## config.mk

```make
export PLATFORM = sky130hd
export DESIGN_NAME = hot_swap_status_flags
export DESIGN_NICKNAME = d
export VERILOG_FILES = /design/src/shared/hot_swap_status_pkg.sv /design/src/rtl/hot_swap_status_flags.sv /design/src/rtl/status_serial_slave.sv
export VERILOG_INCLUDE_DIRS = /design/src /design/src/shared
export SDC_FILE = /design/constraint.sdc
export NUM_CORES = 1
export LEC_CHECK = 0
export BUFFER_PORTS_ARGS = -buffer_cell sky130_fd_sc_hd__clkbuf_2
export CAP_MARGIN = 20
export CORE_ASPECT_RATIO = 1.4
export CORE_UTILIZATION = 40
export DETAILED_ROUTE_END_ITERATION = 16
export PLACE_DENSITY = 0.59
export RECOVER_POWER = 100
export SYNTH_ARGS = -nofsm -noshare
export SYNTH_HDL_FRONTEND = slang
export SYNTH_HIERARCHICAL = 1
export SYNTH_SLANG_ARGS = --single-unit
```

## constraint.sdc

```tcl
create_clock -name clk_i -period 2.1 [get_ports clk_i]
set_clock_uncertainty 0.05 [all_clocks]
set_input_delay 0.42 -clock clk_i [delete_from_list [all_inputs] [get_ports clk_i]]
set_output_delay 0.42 -clock clk_i [all_outputs]
set_load 0.01 [all_outputs]
```

## src/shared/hot_swap_status_consts.svh

```systemverilog
// Constants for the hot swap status byte logic and its serial read port.
// Assumes inclusion by bare name from the design files.
`ifndef HOT_SWAP_STATUS_CONSTS_SVH
`define HOT_SWAP_STATUS_CONSTS_SVH

// Status byte field positions
`define ST_CONV_NOW 3'd0
`define ST_CONV_ALERT 3'd1
`define ST_SW_OC 3'd2
`define ST_FAIL_ALERT 3'd3
`define ST_OFF_STATE 3'd4
`define ST_OFF_ALERT 3'd5
`define STATUS_RESET 8'h00
// Synchroniser reset levels {switch overcurrent, on pin}: no overcurrent, switch on
`define PIN_SYNC_RESET 2'b01

// Conversion run lengths
`define CONV_RUN_LEN 3'd3
`define CONV_TRIP_LEN 3'd4
`define CONV_RUN_MAX 3'd7

// Serial port
`define SER_BITS 4'd8
`define SER_ADDR_DEFAULT 7'h2a

`endif

```

## src/shared/hot_swap_status_pkg.sv

```systemverilog
// Types shared by the status byte logic and its serial read port.
// Assumes the constants header is on the include path.
package hot_swap_status_pkg;

    // Alert enable bits as held by the alert enable register
    typedef struct packed {
        logic off_alert;
        logic failure_alert_enable;
        logic conv_four;
        logic conv_single;
    } alert_en_s;

    // Serial slave states
    typedef enum logic [2:0] {
        SER_IDLE,
        SER_ADDR,
        SER_ACK,
        SER_TX,
        SER_MACK,
        SER_WDATA
    } ser_state_e;

endpackage : hot_swap_status_pkg

```

## src/rtl/hot_swap_status_flags.sv

```systemverilog
// Status byte logic of the hot swap controller with its serial read port.
// Assumes alert enables, clear request and software switch-off come from
// the control registers on this clock; on pin and switch state are async.
// Contract
// - Bit0 high when last three conversions over
// - Bit1 latches on conversion trip, clear clears
// - Latch-off with enable: bit2 equals failure flag
// - Retry variants: bit2 shows live overcurrent only
// - Bit3 latches on switch failure until cleared
// - Bit4 reads one while on input deasserted
// - Software switch-off also forces bit4 high
// - Bit5 latches on switch-off until cleared
// - Clear bit returns to zero by itself
// - Persisting enabled conversion or failure source sets flag despite clear
// - Status byte read after address with read bit, repeated while the master acknowledges
`timescale 1ns/100ps
`include "hot_swap_status_consts.svh"
module hot_swap_status_flags
    import hot_swap_status_pkg::*;
#(
    parameter bit AUTO_RETRY = 1'b1,
    parameter logic [6:0] DEV_ADDR = `SER_ADDR_DEFAULT
) (
    input wire logic clk_i,
    input wire logic sys_rst_i,
    input wire logic conv_done_i,
    input wire logic conv_over_i,
    input wire alert_en_s alert_en_i,
    input wire logic clear_req_i,
    input wire logic software_switch_off_i,
    input wire logic on_pin_i,
    input wire logic switch_overcurrent_raw_i,
    input wire logic scl_i,
    input wire logic sda_i,
    output logic sda_o,
    output logic sda_oe_o,
    output logic [7:0] hot_swap_status_flags_o,
    output logic clear_busy_o
);

    ////////////////////////////////////////////////////////////////////////////
    // Async inputs: three stages, level taken when stages two and three agree
    // Reset to the idle pin levels; a switch-off level here would fake an off
    // edge on leaving reset and latch the off alert with nothing switched off
    localparam logic [1:0] PIN_IDLE = `PIN_SYNC_RESET;
    logic [1:0] pin_raw, pin_f_q;
    logic [2:0] pin_s_q [2];
    assign pin_raw = {switch_overcurrent_raw_i, on_pin_i};
    for (genvar g = 0; g < 2; g++) begin : g_sync
        always_ff @(posedge clk_i) begin
            if (sys_rst_i) begin
                pin_s_q[g] <= {3{PIN_IDLE[g]}};
                pin_f_q[g] <= PIN_IDLE[g];
            end else begin
                pin_s_q[g] <= {pin_s_q[g][1:0], pin_raw[g]};
                if (pin_s_q[g][1] == pin_s_q[g][2]) pin_f_q[g] <= pin_s_q[g][2];
            end
        end
    end

    logic on_f, switch_overcurrent_state;
    assign on_f = pin_f_q[0];
    assign switch_overcurrent_state = pin_f_q[1];

    ////////////////////////////////////////////////////////////////////////////
    // Run of consecutive over-threshold conversions, saturating
    logic [2:0] run_q;
    always_ff @(posedge clk_i) begin
        if (sys_rst_i) begin
            run_q <= 3'h0;
        end else if (conv_done_i) begin
            if (!conv_over_i) run_q <= 3'h0;
            else if (run_q != `CONV_RUN_MAX) run_q <= run_q + 3'h1;
        end
    end

    logic conv_overcurrent_now;
    assign conv_overcurrent_now = (run_q >= `CONV_RUN_LEN);

    ////////////////////////////////////////////////////////////////////////////
    // Conversion and failure sources are levels, so one that persists re-arms its flag; off source is an edge
    logic conv_src, fail_src, off_src, off_state_d, off_state_q;
    assign conv_src = (alert_en_i.conv_single && run_q != 3'h0)
        || (alert_en_i.conv_four && run_q >= `CONV_TRIP_LEN);
    assign fail_src = alert_en_i.failure_alert_enable && switch_overcurrent_state;
    assign off_state_d = ~on_f | software_switch_off_i;
    assign off_src = alert_en_i.off_alert && off_state_d && !off_state_q;

    always_ff @(posedge clk_i) begin
        if (sys_rst_i) off_state_q <= 1'b0;
        else off_state_q <= off_state_d;
    end

    ////////////////////////////////////////////////////////////////////////////
    // Clear bit: set by the register write, drops after one clearing cycle
    logic clear_q;
    always_ff @(posedge clk_i) begin
        if (sys_rst_i) clear_q <= 1'b0;
        else if (clear_req_i) clear_q <= 1'b1;
        else if (clear_q) clear_q <= 1'b0;
    end
    assign clear_busy_o = clear_q;

    ////////////////////////////////////////////////////////////////////////////
    // Sticky flags; set beats clear so an event in the clear cycle survives
    logic conv_alert_q, fail_q, off_alert_q, fail_d;
    assign fail_d = fail_src ? 1'b1 : (clear_q ? 1'b0 : fail_q);

    always_ff @(posedge clk_i) begin
        if (sys_rst_i) conv_alert_q <= 1'b0;
        else conv_alert_q <= conv_src ? 1'b1 : (clear_q ? 1'b0 : conv_alert_q);
    end

    always_ff @(posedge clk_i) begin
        if (sys_rst_i) fail_q <= 1'b0;
        else fail_q <= fail_d;
    end

    always_ff @(posedge clk_i) begin
        if (sys_rst_i) off_alert_q <= 1'b0;
        else off_alert_q <= off_src ? 1'b1 : (clear_q ? 1'b0 : off_alert_q);
    end

    ////////////////////////////////////////////////////////////////////////////
    // Overcurrent state bit, variant dependent
    logic sw_oc_q, conv_now_q;
    always_ff @(posedge clk_i) begin
        if (sys_rst_i) sw_oc_q <= 1'b0;
        else if (AUTO_RETRY) sw_oc_q <= switch_overcurrent_state;
        else if (alert_en_i.failure_alert_enable) sw_oc_q <= fail_d;
        else sw_oc_q <= switch_overcurrent_state;
    end

    always_ff @(posedge clk_i) begin
        if (sys_rst_i) conv_now_q <= 1'b0;
        else conv_now_q <= conv_overcurrent_now;
    end

    ////////////////////////////////////////////////////////////////////////////
    // Byte assembly; top two bits read zero
    always_comb begin
        hot_swap_status_flags_o = `STATUS_RESET;
        hot_swap_status_flags_o[`ST_CONV_NOW] = conv_now_q;
        hot_swap_status_flags_o[`ST_CONV_ALERT] = conv_alert_q;
        hot_swap_status_flags_o[`ST_SW_OC] = sw_oc_q;
        hot_swap_status_flags_o[`ST_FAIL_ALERT] = fail_q;
        hot_swap_status_flags_o[`ST_OFF_STATE] = off_state_q;
        hot_swap_status_flags_o[`ST_OFF_ALERT] = off_alert_q;
    end

    status_serial_slave #(
        .DEV_ADDR(DEV_ADDR)
    ) u_ser (
        .clk_i(clk_i),
        .sys_rst_i(sys_rst_i),
        .scl_i(scl_i),
        .sda_i(sda_i),
        .tx_byte_i(hot_swap_status_flags_o),
        .sda_o(sda_o),
        .sda_oe_o(sda_oe_o)
    );
endmodule : hot_swap_status_flags

```

## src/rtl/status_serial_slave.sv

```systemverilog
// Two-wire serial slave that answers a read with the status byte, sent again on each master acknowledge.
// Assumes open-drain pins resolved outside; sda_o is always low, oe drives it.
`timescale 1ns/100ps
`include "hot_swap_status_consts.svh"
module status_serial_slave
    import hot_swap_status_pkg::*;
#(
    parameter logic [6:0] DEV_ADDR = `SER_ADDR_DEFAULT
) (
    input wire logic clk_i,
    input wire logic sys_rst_i,
    input wire logic scl_i,
    input wire logic sda_i,
    input wire logic [7:0] tx_byte_i,
    output logic sda_o,
    output logic sda_oe_o
);

    ////////////////////////////////////////////////////////////////////////////
    // Three-stage synchronisers, a level counts once stages two and three agree
    logic [2:0] scl_s_q, sda_s_q;
    logic scl_q, sda_q;
    always_ff @(posedge clk_i) begin
        if (sys_rst_i) begin
            scl_s_q <= 3'h7;
            sda_s_q <= 3'h7;
            scl_q <= 1'b1;
            sda_q <= 1'b1;
        end else begin
            scl_s_q <= {scl_s_q[1:0], scl_i};
            sda_s_q <= {sda_s_q[1:0], sda_i};
            if (scl_s_q[1] == scl_s_q[2]) scl_q <= scl_s_q[2];
            if (sda_s_q[1] == sda_s_q[2]) sda_q <= sda_s_q[2];
        end
    end

    // Filtered levels one stage back for edge detection
    logic scl_p_q, sda_p_q;
    always_ff @(posedge clk_i) begin
        if (sys_rst_i) begin
            scl_p_q <= 1'b1;
            sda_p_q <= 1'b1;
        end else begin
            scl_p_q <= scl_q;
            sda_p_q <= sda_q;
        end
    end

    logic scl_rise, scl_fall, start_ev, stop_ev;
    assign scl_rise = scl_q & ~scl_p_q;
    assign scl_fall = ~scl_q & scl_p_q;
    assign start_ev = scl_q & scl_p_q & sda_p_q & ~sda_q;
    assign stop_ev = scl_q & scl_p_q & ~sda_p_q & sda_q;

    ////////////////////////////////////////////////////////////////////////////
    // Byte engine; data changes only on SCL low so it never fakes a start/stop
    ser_state_e state_q;
    logic [3:0] cnt_q;
    logic [7:0] sh_q;
    logic rd_q, more_q, oe_q;
    always_ff @(posedge clk_i) begin
        if (sys_rst_i) begin
            state_q <= SER_IDLE;
            cnt_q <= 4'h0;
            sh_q <= 8'h00;
            rd_q <= 1'b0;
            more_q <= 1'b0;
            oe_q <= 1'b0;
        end else if (start_ev) begin
            state_q <= SER_ADDR;
            cnt_q <= 4'h0;
            oe_q <= 1'b0;
        end else if (stop_ev) begin
            state_q <= SER_IDLE;
            oe_q <= 1'b0;
        end else begin
            case (state_q)
                SER_ADDR, SER_WDATA: begin
                    if (scl_rise) begin
                        sh_q <= {sh_q[6:0], sda_q};
                        cnt_q <= cnt_q + 4'h1;
                    end else if (scl_fall && cnt_q == `SER_BITS) begin
                        if (state_q == SER_WDATA || sh_q[7:1] == DEV_ADDR) begin
                            if (state_q == SER_ADDR) rd_q <= sh_q[0];
                            state_q <= SER_ACK;
                            oe_q <= 1'b1;
                        end else begin
                            state_q <= SER_IDLE;
                        end
                    end
                end
                SER_ACK: begin
                    if (scl_fall) begin
                        cnt_q <= 4'h0;
                        if (rd_q) begin
                            sh_q <= tx_byte_i;
                            oe_q <= ~tx_byte_i[7];
                            state_q <= SER_TX;
                        end else begin
                            oe_q <= 1'b0;
                            state_q <= SER_WDATA;
                        end
                    end
                end
                SER_TX: begin
                    if (scl_rise) begin
                        cnt_q <= cnt_q + 4'h1;
                    end else if (scl_fall) begin
                        if (cnt_q == `SER_BITS) begin
                            oe_q <= 1'b0;
                            state_q <= SER_MACK;
                        end else begin
                            sh_q <= {sh_q[6:0], 1'b0};
                            oe_q <= ~sh_q[6];
                        end
                    end
                end
                SER_MACK: begin
                    if (scl_rise) begin
                        more_q <= ~sda_q;
                    end else if (scl_fall) begin
                        if (more_q) begin
                            // master acknowledge: next byte starts at once
                            cnt_q <= 4'h0;
                            sh_q <= tx_byte_i;
                            oe_q <= ~tx_byte_i[7];
                            state_q <= SER_TX;
                        end else begin
                            state_q <= SER_IDLE;
                        end
                    end
                end
                default: begin
                    oe_q <= 1'b0;
                end
            endcase
        end
    end

    assign sda_o = 1'b0;
    assign sda_oe_o = oe_q;

endmodule : status_serial_slave

```

==> flow_metrics.py <==
metrics = {
    "floorplan": {
        "fp.dieArea_um2": 6208,
        "pin_count": 25,
        "core_area_um2": 5605,
        "die-width_um": 66.88,
        "rows": 32,
        "dieHeight_um": 92.83,
        "start_util_pct": 42.05,
    },
    "placement": {
        "place.gp.congestion": 0.7934,
        "port_buffers": 21,
        "pre_cts_ws_ns": 0.1288,
        "hpwl_um": 3360,
        "post_dp_cell_area_um2": 2527,
    },
    "worst_setup_path": {
        "critPathBufInv": 0,
        "startpoint_type": "flip-flop",
        "worstSetupPathType": "flip-flop to flip-flop",
        "cpLargestDelayFamily": "compound AO/OA/AOI/OAI gates",
        "required_ns": 2.23,
        "endpoint_kind": "flip-flop",
        "arrival_ns": 2.11,
        "max_stage_delay_ns": 0.54,
        "worstPathMaxFanout": 9,
        "crit_chain": "nand2b_1 -> a211o_1 -> a2111o_1 -> mux2_1",
        "crit_slowest_cell": "a2111o_1",
    },
    "sta": {
        "fmax_mhz": 505.5,
        "tightest_slew_ns": 1.025,
        "rsz0062_at_grt": "false",
        "period_minus_slack_ns": 1.978,
        "max_slew_margin_pct": 31.70,
        "hold_viol": 0,
        "fin_ws_ns": 0.1217,
        "setup_viol": 0,
        "post-route-period-util_pct": 94.21,
        "final-max-slew-violation-count": 0,
        "setup_tns_ns": 0,
    },
    "min_path": {
        "hold_class": "input port to flip-flop",
    },
    "flow_run": {
        "drv_cap": 0,
    },
    "power": {
        "seq_power_share_pct": 54.8,
        "cellLeakagePower_nw": 1.015,
        "fin_total_pwr_mw": 1.637,
        "p_switching_uw": 363.8,
        "p_int_mw": 1.273,
        "clockPowerShare_pct": 40.8,
        "p_sw_share_pct": 22.23,
        "comb_power_share_pct": 4.4,
        "irDropWorstVdd_v": 0.0003752,
        "power_density_nw_per_um2": 635.6,
    },
    "logic_synthesis": {
        "ys_seq_area_share_pct": 39.07,
        "avgSynthCellArea_um2": 8.997,
        "synth_area_um2": 2357,
        "synthFlopType": "dfxtp_1",
        "syn_inst": 262,
        "synth_seq_cells": 46,
        "synth.distinct_cells": 53,
        "synth_warnings": 6,
        "async_flop_share_pct": 0,
        "synth_edf_count": 0,
    },
    "finish": {
        "area_growth_pct": 9.236,
        "layout.nets": 305,
        "drive_gt1_share_pct": 15.73,
        "design_area_um2": 2575,
        "n_fill_cell": 591,
        "diodes": 0,
        "multi_input_area_um2": 1236,
        "register_area_um2": 920.9,
    },
    "clock_network": {
        "post-cts-setup-buffer-count": 0,
        "clkSlewWorstSetupHoldPaths_ns": 0.09,
        "cts_resized": 0,
        "postCtsHoldBufs": 0,
        "cts_sinks": 46,
        "cts_max_path_buffers": 2,
        "clock_latency_ns": 0.30,
        "h-tree-depth": 2,
        "clockRootBuffer": "clkbuf_8",
        "numCtsBuffers": 5,
        "cts_tree": "built",
    },
    "route": {
        "drc": 0,
        "met2_length_um": 2336,
        "vias_per_cell": 5.220,
        "drtIter0Drc": 55,
        "drt_wl_total_um": 4617,
        "first_pass_iters": 4,
        "drtAntennaViolNets": 0,
        "dr_wl_met3_um": 129,
        "wl_per_cell_um": 13.04,
        "drt-met1-wl_um": 2084,
        "vias": 1848,
        "top_layer": "met4",
    },
    "global_routing": {
        "grt_pass1_vias": 1725,
        "gr-total-overflow": 0,
        "grt_max_degree": 26,
        "antenna_found_initial": 0,
        "gr-usage-all-layers_pct": 16.49,
        "grt_pass1_wl_um": 7831,
    },
    "run_status": {
        "status": "finished, final reports clean",
    },
}
==> per-stage QoR <==
stage / hold WS, ns / utilization [%] / instances
after CTS: 0.2359 / 47.12 / 354
after global routing: 0.2301 / 45.94 / 354
after detailed placement: 0.3430 / 45.09 / 346
after floorplan: 0.3332 / - / 267
after global placement: 0.3414 / 45.09 / 346
final: 0.2495 / 45.94 / 354
==> area by class of cell <==
type	instances	share of cell area (%)
well taps	68	3.304
flip-flops and latches	46	35.76
clock buffers	5	2.672
multi-input cells	187	48.01
inverters	10	1.458
clock inverters	3	1.749
repair buffers	35	7.046
==> cells in the mapped netlist (2+ instances only) <==
cell type   n  area, µm²
o32ai_2     2      32.53
mux2i_1     4      40.04
buf_6       2      22.52
a21boi_1    2      15.01
nor2_1     10      37.54
clkbuf_1    9      33.78
buf_2       4      20.02
nor4_1      2      12.51
dfxtp_1    46      920.9
nor3b_1     2      15.01
buf_4       9      67.56
a211oi_1    2      15.01
conb_1      2      7.510
inv_1      10      37.54
nand3_1    14      70.07
a21oi_1    22      110.1
a211o_1     3      26.28
mux2_4      7      105.1
a311oi_1    2      17.52
o22ai_1     3      18.77
ha_1        6      75.07
or2_1       4      25.02
xor2_1      2      17.52
nand2_1     7      26.28
a31oi_1     8      50.05
o21bai_1    3      22.52
o21ai_0    15      75.07
nor2b_1    16      100.1
or2_2       8      50.05
nand2b_1   11      68.82
and3b_1     3      26.28
==> metal layers <==
metal / track usage [%] / vias up
met5: 0 / -
met4: 6.383 / 0
met3: 3.202 / 4
met2: 28.96 / 29
met1: 19.06 / 859
li1: - / 956
==> state kept, by name (all words and copies together), names as in the netlist, 3 cells and up <==
register,count
pin_s_q,6
run_q,3
u_ser/cnt_q,4
u_ser/scl_s_q,3
u_ser/sda_s_q,3
u_ser/sh_q,8
u_ser/state_q,3
==> cells in the final DEF (no fill, tap or decap), types with 2 or more instances in the layout <==
cell type / netlist / layout
dfxtp_1: 46 / 46
a21oi_1: 22 / 22
nor2b_1: 16 / 16
o21ai_0: 15 / 15
nand3_1: 14 / 14
clkbuf_2: 0 / 13
clkbuf_1: 9 / 13
nand2b_1: 11 / 11
inv_1: 10 / 10
nor2_1: 10 / 10
buf_4: 9 / 9
a31oi_1: 8 / 8
or2_2: 8 / 8
nand2_1: 7 / 7
conb_1: 2 / 7
ha_1: 6 / 6
clkbuf_8: 0 / 5
or2_1: 4 / 4
mux2i_1: 4 / 4
mux2_1: 0 / 4
o22ai_1: 3 / 3
o21bai_1: 3 / 3
and3b_1: 3 / 3
a211o_1: 3 / 3
mux2_4: 7 / 3
a211oi_1: 2 / 2
a21boi_1: 2 / 2
o32ai_1: 0 / 2
clkinvlp_4: 0 / 2
a311oi_1: 2 / 2
xor2_1: 2 / 2
nor3b_1: 2 / 2
nor4_1: 2 / 2
==> power by group through the flow <==
stage          combinational, mW  clock (mW)  sequential [mW]
4_1_cts                   0.0788       0.684            0.898
3_3_place_gp              0.0782           0            0.917
6_report                  0.0720       0.668            0.897
2_1_floorplan             0.0599           0            0.916
5_1_grt                   0.0808       0.720            0.900
3_5_place_dp              0.0785           0            0.918
==> path summary, 6_finish.rpt <==
kind              slack, ns                      from  depth (start not counted)                     endpoint
hold reg to reg        0.37  pin_s_q[0][0]$_SDFF_PP1_                          1     pin_s_q[0][1]$_SDFF_PP1_
hold / removal         0.25                     scl_i                          2  u_ser/scl_s_q[0]$_SDFF_PP1_
setup reg to reg       0.12  u_ser/scl_p_q$_SDFF_PP1_                          4   u_ser/sh_q[1]$_SDFFE_PP0P_
setup / recovery       0.12  u_ser/scl_p_q$_SDFF_PP1_                          4   u_ser/sh_q[1]$_SDFFE_PP0P_
==> logic make-up after synthesis <==
kind of cell | Yosys count | synth area share [%]
and+or+nand+nor | 88 | 22.24
AOI/OAI and AO/OA | 72 | 20.22
DFF | 46 | 39.07
buffers and inverters | 34 | 7.696
muxes | 11 | 6.157
adders and majority gates | 6 | 3.185
xor gates and xnor gates | 3 | 1.115
other | 2 | 0.3186
Note: power is estimated with default switching activity, not from simulation.
